`src/core/sysclk_params.svh`:
```
`ifndef SYSCLK_PARAMS_SVH
`define SYSCLK_PARAMS_SVH
// Register byte offsets on the APB bus.
`define CKCTRL_OFS     12'h000
`define SVCTRL_OFS     12'h004
`define STATUS_OFS     12'h008
`define IMASK_OFS      12'h00C
`define STOPCMD_OFS    12'h010
// Clock control field positions.
`define CK_CDIV_LSB    0
`define CK_POWER_MANAGE_ENABLE_BIT    2
`define CK_LOOP_MODE_SELECT_BIT   3
`define CK_SRC_LSB     4
`define CK_SWBEN_BIT   6
// Supply control field positions.
`define SV_EN_BIT      0
`define SV_IE_BIT      1
`define SV_STOP_BIT    2
`define SV_TH_LSB      4
// Reset values.
`define CDIV_RST       2'h0
`define SUPPLY_THRESHOLD_FIELD_RST       4'h7
`define SRC_RST        2'h2
// Timing counts.
`define WARMUP_OSC     65536
`define PMM_DIV        256
`define SVM_SETTLE_NS  1000
`define CLK_NS         10
`define SVM_SETTLE_CYC ((`SVM_SETTLE_NS + `CLK_NS - 1) / `CLK_NS)
`endif

```
`src/core/sysclk_pkg.sv`:
```
package sysclk_pkg;
  typedef enum logic [1:0] {
    SRC_EXT  = 2'h0,
    SRC_XTAL = 2'h1,
    SRC_FLLX = 2'h2,
    SRC_FLL  = 2'h3
  } clkSrc_t;
  typedef enum logic [1:0] {
    ST_RUN  = 2'h0,
    ST_STOP = 2'h1,
    ST_WARM = 2'h3
  } mode_t;
  typedef struct packed {
    logic        psel;
    logic        penable;
    logic        pwrite;
    logic [11:0] paddr;
    logic [31:0] pwdata;
  } apbReq_t;
  typedef struct packed {
    logic        pready;
    logic        pslverr;
    logic [31:0] prdata;
  } apbRsp_t;
  typedef struct packed {
    mode_t       mode;
    clkSrc_t     src;
    logic [1:0]  cdiv;
    logic        power_manage_enable;
    logic        loop_mode_select;
    logic        swben;
    logic        svEn;
    logic        svIe;
    logic        svStop;
    logic        svActive;
    logic [3:0]  supply_threshold_field;
    logic [16:0] warmCnt;
    logic [15:0] settleCnt;
    logic        svRdy;
    logic [2:0]  stat;
    logic [2:0]  mask;
    logic [7:0]  divCnt;
    logic        sysTick;
    logic        useFll;
    logic        lowSync1;
    logic        lowSync2;
    logic        irqSync1;
    logic        irqSync2;
    logic        oscSync1;
    logic        oscSync2;
    logic        oscPrev;
    logic [31:0] rdata;
  } state_t;
endpackage

```
`src/core/sysclk_ctrl.sv`:
```
`timescale 1ns/10ps
`include "sysclk_params.svh"
// What this block does
// - Pick external, crystal, locked loop or loop.
// - Loop mode bit chooses standalone or crystal-locked.
// - Count 65,536 oscillations after each restart from stop on crystal or external; loop sources run at once.
// - Run from loop while warming, then switch.
// - Divide select resets to divide by one.
// - Divide select plus POWER_MANAGEMENT_MODE give five divisors.
// - In POWER_MANAGEMENT_MODE one system clock is 256 cycles.
// - Switchback on external interrupt or serial activity.
// - Stop mode halts oscillator and system clock.
// - Monitor enable bit; ready flag when settled.
// - Threshold selects 2.7V to 3.5V, 0.1V steps.
// - Threshold field resets to 07h.
// - Supply low with enable raises irq, switchback.
// - Keep-in-stop bit keeps monitor on in stop.
// - Active monitor's supply-low irq wakes from stop.
module sysclk_ctrl #(
  parameter int WARMUP_COUNT = `WARMUP_OSC
) (
  // Clock and reset
  input  wire logic                mclk,
  input  wire logic                reset,
  // APB slave
  input  wire sysclk_pkg::apbReq_t apbReq,
  output sysclk_pkg::apbRsp_t      apbRsp,
  // Oscillator and supply comparator pins
  input  wire logic                oscIn,
  input  wire logic                supplyLow,
  // Switchback sources
  input  wire logic                extIrq,
  input  wire logic                serialActive,
  // Clock and monitor outputs
  output logic                     sysClkTick,
  output logic                     oscEnable,
  output logic                     fllLocked,
  output logic [1:0]               activeSrc,
  output logic [3:0]               supplyThreshold,
  output logic                     monitorPowered,
  // Interrupt
  output logic                     irq
);
  import sysclk_pkg::*;

  initial begin
    if (WARMUP_COUNT < 1 || WARMUP_COUNT > 131071) begin
      $error("WARMUP_COUNT out of range");
    end
  end

  state_t s_q;
  state_t s_d;
  logic   wr;
  logic   rd;
  logic   oscEdge;
  logic   swEvent;
  logic   lowEvt;
  logic   wakeEvt;
  logic [7:0] divLimit;

  assign wr = apbReq.psel && apbReq.penable && apbReq.pwrite;
  assign rd = apbReq.psel && apbReq.penable && !apbReq.pwrite;

  always_comb begin
    s_d = s_q;
    // supplyLow, extIrq and oscIn pass two flops before logic reads them; serialActive is read directly.
    s_d.lowSync1 = supplyLow;
    s_d.lowSync2 = s_q.lowSync1;
    s_d.irqSync1 = extIrq;
    s_d.irqSync2 = s_q.irqSync1;
    s_d.oscSync1 = oscIn;
    s_d.oscSync2 = s_q.oscSync1;
    s_d.oscPrev  = s_q.oscSync2;
    oscEdge = s_q.oscSync2 && !s_q.oscPrev;
    lowEvt  = s_q.svActive && s_q.svRdy && s_q.lowSync2;
    wakeEvt = lowEvt && s_q.svIe;
    swEvent = s_q.swben && (s_q.irqSync2 || serialActive)
              || wakeEvt;

    // Divider: POWER_MANAGEMENT_MODE overrides the divide select with 256.
    case (s_q.cdiv)
      2'h0:    divLimit = 8'h00;
      2'h1:    divLimit = 8'h01;
      2'h2:    divLimit = 8'h03;
      default: divLimit = 8'h07;
    endcase
    if (s_q.power_manage_enable) begin
      divLimit = 8'(`PMM_DIV - 1);
    end

    s_d.sysTick = 1'b0;
    if (s_q.mode != ST_STOP) begin
      if (s_q.divCnt >= divLimit) begin
        s_d.divCnt  = 8'h00;
        s_d.sysTick = 1'b1;
      end else begin
        s_d.divCnt = s_q.divCnt + 8'h01;
      end
    end

    case (s_q.mode)
      ST_RUN: begin
        s_d.mode = ST_RUN;
      end
      ST_STOP: begin
        s_d.divCnt = 8'h00;
        if (wakeEvt || s_q.irqSync2) begin
          s_d.warmCnt = 17'h0;
          if (s_q.src == SRC_XTAL || s_q.src == SRC_EXT) begin
            s_d.mode = ST_WARM;
          end else begin
            s_d.mode = ST_RUN;
          end
        end
      end
      ST_WARM: begin
        if (oscEdge) begin
          if (s_q.warmCnt == 17'(WARMUP_COUNT - 1)) begin
            s_d.mode = ST_RUN;
          end else begin
            s_d.warmCnt = s_q.warmCnt + 17'h1;
          end
        end
      end
      default: begin
        s_d.mode = ST_RUN;
      end
    endcase

    // Monitor settling and ready flag.
    if (!s_q.svActive) begin
      s_d.settleCnt = 16'h0;
      s_d.svRdy     = 1'b0;
    end else if (!s_q.svRdy) begin
      if (s_q.settleCnt == 16'(`SVM_SETTLE_CYC - 1)) begin
        s_d.svRdy = 1'b1;
      end else begin
        s_d.settleCnt = s_q.settleCnt + 16'h1;
      end
    end

    // Register writes; read data holds until the next read.
    if (wr) begin
      case (apbReq.paddr)
        `CKCTRL_OFS: begin
          s_d.cdiv  = apbReq.pwdata[`CK_CDIV_LSB +: 2];
          s_d.power_manage_enable  = apbReq.pwdata[`CK_POWER_MANAGE_ENABLE_BIT];
          s_d.loop_mode_select = apbReq.pwdata[`CK_LOOP_MODE_SELECT_BIT];
          s_d.swben = apbReq.pwdata[`CK_SWBEN_BIT];
          s_d.src   = clkSrc_t'(apbReq.pwdata[`CK_SRC_LSB +: 2]);
          if (s_d.src == SRC_FLLX || s_d.src == SRC_FLL) begin
            s_d.src = s_d.loop_mode_select ? SRC_FLLX : SRC_FLL;
          end
        end
        `SVCTRL_OFS: begin
          s_d.svEn   = apbReq.pwdata[`SV_EN_BIT];
          s_d.svIe   = apbReq.pwdata[`SV_IE_BIT];
          s_d.svStop = apbReq.pwdata[`SV_STOP_BIT];
          s_d.supply_threshold_field   = apbReq.pwdata[`SV_TH_LSB +: 4];
        end
        `IMASK_OFS: begin
          s_d.mask = apbReq.pwdata[2:0];
        end
        `STOPCMD_OFS: begin
          if (apbReq.pwdata[0]) begin
            s_d.mode = ST_STOP;
          end
        end
        default: begin
          s_d.mode = s_d.mode;
        end
      endcase
    end

    // An enabled monitor is powered unless stopped without keep-in-stop.
    s_d.svActive = s_d.svEn && (s_d.mode != ST_STOP || s_d.svStop);

    // Next mode decides the loop, so warmup never shows the crystal.
    s_d.useFll = (s_d.src == SRC_FLL) || (s_d.src == SRC_FLLX)
                 || (s_d.mode == ST_WARM);

    // Register reads; status clears on read.
    if (rd) begin
      case (apbReq.paddr)
        `CKCTRL_OFS: begin
          s_d.rdata = {25'h0, s_q.swben, s_q.src, s_q.loop_mode_select,
                       s_q.power_manage_enable, s_q.cdiv};
        end
        `SVCTRL_OFS: begin
          s_d.rdata = {24'h0, s_q.supply_threshold_field, s_q.svRdy, s_q.svStop,
                       s_q.svIe, s_q.svEn};
        end
        `STATUS_OFS: begin
          s_d.rdata = {25'h0, s_q.useFll, s_q.mode, s_q.power_manage_enable, s_q.stat};
          s_d.stat  = 3'h0;
        end
        `IMASK_OFS: begin
          s_d.rdata = {29'h0, s_q.mask};
        end
        default: begin
          s_d.rdata = 32'h0;
        end
      endcase
    end

    // Events set sticky bits; a set wins over the read clear.
    if (lowEvt && s_q.svIe) begin
      s_d.stat[0] = 1'b1;
    end
    if (swEvent && s_q.power_manage_enable) begin
      s_d.stat[1] = 1'b1;
      s_d.power_manage_enable    = 1'b0;
    end
    if (s_q.mode == ST_WARM && s_d.mode == ST_RUN) begin
      s_d.stat[2] = 1'b1;
    end
  end

  always_ff @(posedge mclk) begin
    if (reset) begin
      s_q       <= '0;
      s_q.mode  <= ST_RUN;
      s_q.src   <= clkSrc_t'(`SRC_RST);
      s_q.cdiv  <= `CDIV_RST;
      s_q.supply_threshold_field  <= `SUPPLY_THRESHOLD_FIELD_RST;
      s_q.loop_mode_select <= 1'b1;
    end else begin
      s_q <= s_d;
    end
  end

  // Zero-wait APB writes: the answer rises in the access phase itself.
  // Read data is registered one cycle, so reads take one wait state.
  logic rdPending_q;
  always_ff @(posedge mclk) begin
    if (reset) begin
      rdPending_q <= 1'b0;
    end else begin
      rdPending_q <= rd && !rdPending_q;
    end
  end

  always_comb begin
    apbRsp.pready  = apbReq.psel && apbReq.penable
                     && (apbReq.pwrite || rdPending_q);
    apbRsp.pslverr = 1'b0;
    apbRsp.prdata  = s_q.rdata;
  end

  assign sysClkTick      = s_q.sysTick;
  assign oscEnable       = (s_q.mode != ST_STOP);
  assign fllLocked       = s_q.useFll && s_q.loop_mode_select;
  assign activeSrc       = !s_q.useFll ? 2'(s_q.src) :
                           s_q.loop_mode_select   ? 2'(SRC_FLLX) : 2'(SRC_FLL);
  assign supplyThreshold = s_q.supply_threshold_field;
  assign monitorPowered  = s_q.svActive;
  assign irq             = |(s_q.stat & s_q.mask);
endmodule

```
`config.mk`:
```
export PLATFORM = sky130hd
export DESIGN_NAME = sysclk_ctrl
export DESIGN_NICKNAME = d
export VERILOG_FILES = /design/src/core/sysclk_pkg.sv /design/src/core/sysclk_ctrl.sv
export VERILOG_INCLUDE_DIRS = /design/src /design/src/core
export SDC_FILE = /design/constraint.sdc
export NUM_CORES = 1
export LEC_CHECK = 0
export BUFFER_PORTS_ARGS = -buffer_cell sky130_fd_sc_hd__buf_4
export CORE_MARGIN = 5
export CORE_UTILIZATION = 40
export DETAILED_ROUTE_END_ITERATION = 16
export PLACE_DENSITY = 0.6
export SETUP_SLACK_MARGIN = 0.3
export SYNTH_ARGS = -nofsm -noshare
export SYNTH_HDL_FRONTEND = slang
export SYNTH_SLANG_ARGS = --single-unit
```
`constraint.sdc`:
```
create_clock -name mclk -period 4.2 [get_ports mclk]
set_input_delay 0.63 -clock mclk [delete_from_list [all_inputs] [get_ports mclk]]
set_output_delay 0.63 -clock mclk [all_outputs]
set_load 0.02 [all_outputs]
```
; ---- After elaboration in Yosys (flattened, before gate mapping)
; Cells that the tools add are included.
[totals]
reg_bits = 107
in_bits = 53
output_inout_bits = 45
word_cells = 140
[classes]
add_sub_neg = 3
n_lt_le_gt_ge = 1
eq_ne = 21
mux = 30
bitwise_logic = 5
reduce_logical = 50
[ops]
columns = cell, n
row1 = $mux W17, 3
row2 = $pmux W17 S2, 1
row3 = $pmux W8 S4, 1
row4 = $eq A12 B4 Y1 const B, 2
row5 = $add A17 B1 Y17 const B, 1
row6 = $eq A17 B16 Y1 const B, 1
row7 = $add A16 B1 Y16 const B, 1
row8 = $eq A16 B7 Y1 const B, 1
row9 = $mux W2, 8
row10 = $mux W8, 2
row11 = $eq A2 B2 Y1 const B, 7
row12 = $logic_and A1 B1 Y1, 14
row13 = $reduce_and A2 Y1, 7
row14 = $reduce_bool A2 Y1, 7
row15 = $eq A12 B3 Y1 const B, 1
row16 = $eq A12 B5 Y1 const B, 1
row17 = $logic_not A12 Y1, 1
row18 = $mux W12, 1
row19 = $logic_or A1 B1 Y1, 9
row20 = $mux W3, 3
row21 = $pmux W3 S3, 1
row22 = $add A8 B1 Y8 const B, 1
row23 = $ge A8 B8 Y1, 1
row24 = $mux W1, 8
row25 = 12 further kinds, 27

; ---- Longest topological paths before layout
; Gate-level depths: netlist of the first run.
[logic_depth]
depth_word = 13
depth_mapped = 11

; ---- Worst setup path before layout of the first run
; No wires, ideal clock.
[synth_timing]
path_kind = register to register
startpoint = register s_q[99] (netlist bit)
endpoint = register s_q, in the netlist sysClkTick
setup_ps = 127
arrival_time_ps = 2151
required_ps = 4073
path_slack_ps = 1922
stages_incl_launch_ff = 9
n_path_buf = 1
synth_period_minus_slack_ps = 2278
cell_sequence = dfxtp_1 or3_1 ha_1 nand2b_1 a211o_1 a221o_1 a21o_1 clkbuf_1 nor2b_1
[synth_between]
elab_chain_len = 3
[synth_lines]
columns = item, line_no
row1 = "start, declared", sysclk_ctrl.sv:52  ; state_t s_q;
row2 = $mux W8, sysclk_ctrl.sv:88  ; if (s_q.power_manage_enable) begin
row3 = $ge A8 B8 Y1, sysclk_ctrl.sv:94  ; if (s_q.divCnt >= divLimit) begin
row4 = $mux W1, sysclk_ctrl.sv:94
; Every way passes these cells.
; A chain may end at the register's enable or synchronous reset.

; ---- Worst setup path after layout of the first run
[layout_timing]
startpoint = register s_q[72] (netlist bit)
endpoint = register s_q[87] (netlist bit)
[layout_between]
elab_chain_len = 4
[layout_lines]
columns = item, line_no
row1 = $add A17 B1 Y17, sysclk_ctrl.sv:122  ; s_d.warmCnt = s_q.warmCnt + 17'h1;
row2 = $mux W17, sysclk_ctrl.sv:119  ; if (s_q.warmCnt == 17'(WARMUP_COUNT - 1)) begin
row3 = $mux W17, sysclk_ctrl.sv:118  ; if (oscEdge) begin
row4 = $pmux W17 S2, sysclk_ctrl.sv:102  ; case (s_q.mode)
; Several ways; a longest one is shown, not always the timed one. The select of a mux whose other input is x is not followed.

==> impl_metrics.csv, run 1 <==
group,metric,value,unit
setup_path,startpoint_type,"flop",
drt,wl_per_cell,13.5,um
clock_tree,numCtsBuffers,9,
timing,finalHoldViolCount,0,
die,die_y,113,um
global_routing,grt_pass1_vias,3029,
final_layout,layout-drive-gt1-share,16.6,%
logic_synthesis,async_reset_ff_share,0,%
clock_tree,clockBufferDepth,2,
pwr,p_leak,1.82,nW
setup_path,crit_path_max_fanout,14,
pwr,pwr-share-comb,5.8,%
clock_tree,tritoncts,"done",
global_routing,grt_max_degree,44,
clock_tree,postCtsSetupRepairBufs,0,
outcome,outcome,"complete, no violations",
clock_tree,cts_resized,0,
timing,grt_setup_unrepaired,"no",
timing,clock_skew,0.0136,ns
logic_synthesis,synthCells,464,
clock_tree,worstSkewPairLatency,0.36,ns
setup_path,worst_setup_path_end_kind,"flop",
logic_synthesis,synth.distinct_cells,57,
drt,drt_iter0_drc,156,
pwr,swShare,24.6,%
pwr,switchingPower,0.000358,W
setup_path,worst-setup-path-type,"flop to flop",
logic_synthesis,synth-seq-cells,83,
final_layout,antennaDiodeCount,0,
die,chipWidth,113,um
logic_synthesis,synth_area,0.00420,mm^2
logic_synthesis,synth_edf_count,0,
die,start_util,40.9,%
die,io_pins,98,
drt,num_vias,3165,
timing,worst_pin_slew,1.22,ns
timing,finalCritPeriodShare,58.7,%
pwr,internal_power,0.00110,W
logic_synthesis,seq_area_frac_synth,39.5,%
pwr,vdd_drop_max,169,uV
die,core.rowCount,37,
placement,dp_hpwl,6.28,mm
global_routing,globalRouteOverflowTotal,0,
clock_tree,cts-root-buf,"clkbuf_8",
pwr,p_clk_share,39.8,%
timing,fin_crit,2.47,ns
final_layout,area_growth,10.6,%
timing,maxSlewHeadroom,18.5,%
final_layout,mostFrequentLayoutCell,"dfxtp_1",
drt,dr.pass1.iters,4,
timing,fin_tns_setup,0,ns
clock_tree,cts.sinks,83,
pwr,p_per_area,313,mW/mm^2
drt,totalWireLength,8.51,mm
placement,dp.cells,614,
drt,drtAntennaViolNets,0,
min_path,hold_path.class,"flop to flop",
die,coreArea,0.0103,mm^2
global_routing,grt_pass1_wl,14.6,mm
placement,gp_congestion,0.767,
pwr,p_seq_share,54.4,%
final_layout,seqCellArea,0.00166,mm^2
logic_synthesis,ys.flop_type,"dfxtp_1",
placement,io_buffer_count,48,
setup_path,cp.arrival,2.74,ns
logic_synthesis,ys_warn_count,0,
clock_tree,clk_pin_slew,0.09,ns
final_layout,instances_no_fill,630,
timing,setup_viol,0,
setup_path,worstPathRequired,4.47,ns
timing,clock.fmax,0.406,GHz
clock_tree,htree_levels,3,
clock_tree,cts_hold_buf,0,
final_layout,nFillCells,1025,
final_layout,multi_input_area,0.00221,mm^2
final_layout,final_cell_mix,"dfxtp_1, nor2_1, buf_4, conb_1, nand2_1",
drt,drc_errors,0,
drt,routed_via_density,5.02,
global_routing,grt_usage,13.8,%
global_routing,antenna_found_initial,0,
flow_run,cap_violations,0,
final_layout,layout.nets,554,
logic_synthesis,avgSynthCellArea,9.06,um^2
timing,slew_viol_final,0,
die,die_area,0.0127,mm^2
-- worst paths after layout --
path / depth (start not counted) / startpoint / to / slack [ns]
min reg2reg: 1 / rdPending_q / rdPending_q / 0.43
max reg2reg: 10 / s_q[72] / s_q[87] / 1.73
max: 10 / s_q[72] / s_q[87] / 1.73
min: 1 / rdPending_q / rdPending_q / 0.43
-- cell usage after synthesis, drive strengths merged, types with 2 or more instances --
cell type | number | area, um^2
dfxtp | 83 | 1660
nor2 | 56 | 210
buf | 44 | 323
nand2 | 24 | 90.1
mux2i | 19 | 190
nand4 | 19 | 125
xor2 | 19 | 166
a21oi | 15 | 75.1
clkbuf | 14 | 52.6
nand3 | 14 | 70.1
nor2b | 14 | 87.6
o21ai | 14 | 73.8
nor3 | 13 | 86.3
ha | 12 | 150
inv | 12 | 45.0
xnor2 | 11 | 96.3
and3 | 10 | 62.6
nor4 | 9 | 114
nand2b | 7 | 43.8
a22oi | 6 | 45.0
or3 | 6 | 37.5
a211o | 5 | 43.8
a21o | 4 | 30.0
or4 | 4 | 30.0
a211oi | 3 | 27.5
and2 | 3 | 18.8
mux4 | 3 | 67.6
a41oi | 2 | 17.5
o31ai | 2 | 15.0
or2 | 2 | 12.5
-- stage by stage --
| step | hold WS [ns] | utilization, % | setup WS, ns | area [um^2] | power, W |
|---|---|---|---|---|---|
| 5_1_grt | 0.453 | 45.2 | 1.52 | 4650 | 0.00152 |
| 2_1_floorplan | 0.400 | - | 1.92 | 4290 | 0.000880 |
| 3_3_place_gp | 0.412 | 43.3 | 1.77 | 4450 | 0.000894 |
| 6_report | 0.434 | 45.2 | 1.73 | 4650 | 0.00146 |
| 4_1_cts | 0.435 | 45.2 | 1.72 | 4650 | 0.00148 |
| 3_5_place_dp | 0.422 | 43.3 | 1.74 | 4450 | 0.000895 |
-- cell families after synthesis --
logic type / synth area share [%]
buffers and inverters: 10.0
multiplexers: 6.13
AND/OR/NAND/NOR: 25.5
AO/OA/AOI/OAI: 8.96
other: 0.0892
adder cells (fa/ha/maj): 3.57
XOR/XNOR: 6.25
flip-flops: 39.5
-- worst max-delay path, cell delays in order (launching register included) --
cell and delay (ns):
dfxtp_1 0.34, ha_1 0.22, and2_1 0.19, nand2_1 0.07, nor4_1 0.05, ha_1 0.20
nand4bb_1 0.21, o21ai_2 0.24, nand3_1 0.22, or4_1 0.51, a21oi_1 0.15
-- sequential cells by signal (all words and copies together), names as in the netlist --
name             cells
s_q                 64
monitorPowered       1
supplyThreshold      4
apbRsp               8
rdPending_q          1
sysClkTick           1
s_d                  4
-- layout make-up --
class                      instances  area share [%]
clock buffer                       9            2.66
clock inverter                     7            1.64
multi-input combinational        335            47.6
timing repair buffer              48            7.75
sequential                        83            35.7
tap                              136            3.66
inverter                          12           0.969
-- power groups by stage --
stage          Combinational [W]  Sequential, W  Clock [W]
2_1_floorplan          0.0000687       0.000811          0
6_report               0.0000843       0.000793   0.000579
4_1_cts                0.0000841       0.000793   0.000600
3_5_place_dp           0.0000840       0.000811          0
3_3_place_gp           0.0000832       0.000811          0
5_1_grt                0.0000924       0.000793   0.000632
-- per-layer routing --
metal,vias to the layer above,track usage (%),part of all wire (%)
li1,1613,-,-
met3,6,4.15,5.0
met2,58,22.3,46
met4,0,2.88,0.75
met1,1488,18.3,48
met5,-,0,0
No activity file was read; power rests on OpenSTA's default activity.
==> run 2: changes to the inputs <==
Clock period 4.2 ns to 2.52 ns, I/O delays scaled along.
==> impl_metrics.csv, run 2 (synthesis results as in run 1) <==
group,metric,value,unit
outcome,outcome,"complete, no violations",
placement,io_buffer_count,48,
die,die_y,113,um
global_routing,globalRouteOverflowTotal,0,
drt,dr.pass1.iters,5,
setup_path,cp_slowest_stage_delay,0.38,ns
timing,clock_skew,0.00501,ns
drt,drtAntennaViolNets,0,
setup_path,timing.rr.end,"sysClkTick",
pwr,swShare,24.8,%
setup_path,ff2ff_setup_slack,0.34,ns
min_path,hold_path.class,"input port to flop",
pwr,p_clk_share,37.1,%
setup_path,worst-setup-path-type,"flop to flop",
setup_path,regToRegStartpoint,"s_q[99]",
clock_tree,tritoncts,"done",
final_layout,top_register,"s_q",
final_layout,multi_input_area,0.00234,mm^2
clock_tree,clk_pin_slew,0.08,ns
timing,maxSlewHeadroom,59.0,%
die,die_area,0.0127,mm^2
die,start_util,40.9,%
setup_path,cp-endpoint,"sysClkTick",
final_layout,layout-drive-gt1-share,23.0,%
setup_path,cp_slowest_cell,"dfxtp_4",
clock_tree,cts-root-buf,"clkbuf_8",
flow_run,cap_violations,0,
setup_path,critPathTopFamily,"compound AO/OA/AOI/OAI gates",
clock_tree,numCtsBuffers,9,
clock_tree,cts.sinks,83,
final_layout,nFillCells,1016,
setup_path,crit_cells,7,
drt,drt_iter0_drc,77,
timing,finalHoldViolCount,0,
setup_path,startpoint_type,"flop",
placement,dp_hpwl,6.37,mm
setup_path,cp.arrival,2.40,ns
setup_path,crit_start,"s_q[99]",
pwr,p_seq_share,56.7,%
timing,worst_pin_slew,0.615,ns
pwr,switchingPower,0.000577,W
pwr,vdd_drop_max,338,uV
drt,totalWireLength,8.83,mm
die,core.rowCount,37,
drt,routed_via_density,5.11,
timing,slew_viol_final,0,
timing,setup_viol,0,
final_layout,final_cell_mix,"dfxtp_1, buf_4, nor2_1, conb_1, nand2_1",
setup_path,ff2ff_path_depth,7,
final_layout,antennaDiodeCount,0,
pwr,pwr-share-comb,6.3,%
drt,wl_per_cell,13.8,um
final_layout,layout.nets,564,
setup_path,worstPathRequired,2.75,ns
die,coreArea,0.0103,mm^2
setup_path,worst_setup_path_end_kind,"flop",
setup_path,crit_path_max_fanout,8,
final_layout,seqCellArea,0.00167,mm^2
global_routing,grt_max_degree,44,
setup_path,crit_buf_inv,0,
die,chipWidth,113,um
pwr,p_per_area,482,mW/mm^2
setup_path,worstPathCellList,"or3_4, ha_4, nand2b_4, a211o_1, a221o_1, a21o_2, nor2b_1",
pwr,p_leak,1.88,nW
timing,fin_tns_setup,0,ns
timing,clock.fmax,0.459,GHz
timing,grt_setup_unrepaired,"yes",
final_layout,mostFrequentLayoutCell,"dfxtp_1",
global_routing,antenna_found_initial,0,
final_layout,largest_reg_flops,64,
drt,drc_errors,0,
timing,fin_crit,2.18,ns
timing,finalCritPeriodShare,86.4,%
final_layout,finish.utilization,47.0,%
drt,num_vias,3268,
clock_tree,worstSkewPairLatency,0.35,ns
global_routing,grt_usage,13.6,%
die,io_pins,98,
clock_tree,clockBufferDepth,2,
placement,gp_congestion,0.768,
global_routing,grt_pass1_wl,14.1,mm
pwr,internal_power,0.00175,W
clock_tree,htree_levels,3,
final_layout,area_growth,15.0,%
clock_tree,cts_hold_buf,0,
global_routing,grt_pass1_vias,3018,
[run 2: metal layers]
metal / up-vias / GRT usage [%] / share of wire (%)
met5: - / 0 / 0
met2: 67 / 22.5 / 48
li1: 1639 / - / -
met4: 0 / 3.37 / 0.90
met1: 1555 / 17.2 / 46
met3: 7 / 4.20 / 4.7
[run 2: final cells by class]
| type | count | area share [%] |
|---|---|---|
| Tap cell | 136 | 3.52 |
| Timing Repair Buffer | 57 | 8.85 |
| Clock buffer | 10 | 2.85 |
| Clock inverter | 6 | 0.854 |
| Sequential cell | 83 | 34.5 |
| Inverter | 12 | 0.932 |
| Multi-Input combinational cell | 336 | 48.5 |
[run 2: worst min path at each step]
stage                 from          end  slack (ns)  cells past startpoint
6_report        apbReq[44]  rdPending_q        0.23                      2
2_1_floorplan  rdPending_q  rdPending_q        0.40                      1
3_5_place_dp   rdPending_q  rdPending_q        0.43                      1
4_1_cts         apbReq[44]  rdPending_q        0.21                      2
5_1_grt         apbReq[44]  rdPending_q        0.21                      2
3_3_place_gp   rdPending_q  rdPending_q        0.41                      1
[run 2: repair_timing]
action	CTS	global route
setup endpoints to repair	14	25
setup buffers	3	0
gates resized for setup	7	19
gates cloned	1	0
pin swaps	6	9
[run 2: per-stage QoR]
step	power [W]	worst slack (ns)	hold WS [ns]	cell area [um^2]	cells
2_1_floorplan	0.00147	0.324	0.400	4300	488
3_3_place_gp	0.00149	0.226	0.411	4490	620
3_5_place_dp	0.00149	0.213	0.428	4490	620
4_1_cts	0.00236	0.300	0.215	4730	640
5_1_grt	0.00243	0.252	0.211	4830	640
6_report	0.00233	0.343	0.232	4830	640
[run 2: power groups by stage]
stage               sequential [W]  combinational, W  clock, W
global route               0.00132          0.000158  0.000946
finish                     0.00132          0.000146  0.000863
detailed placement         0.00135          0.000143         0
floorplan                  0.00135          0.000114         0
global placement           0.00135          0.000141         0
CTS                        0.00132          0.000144  0.000896
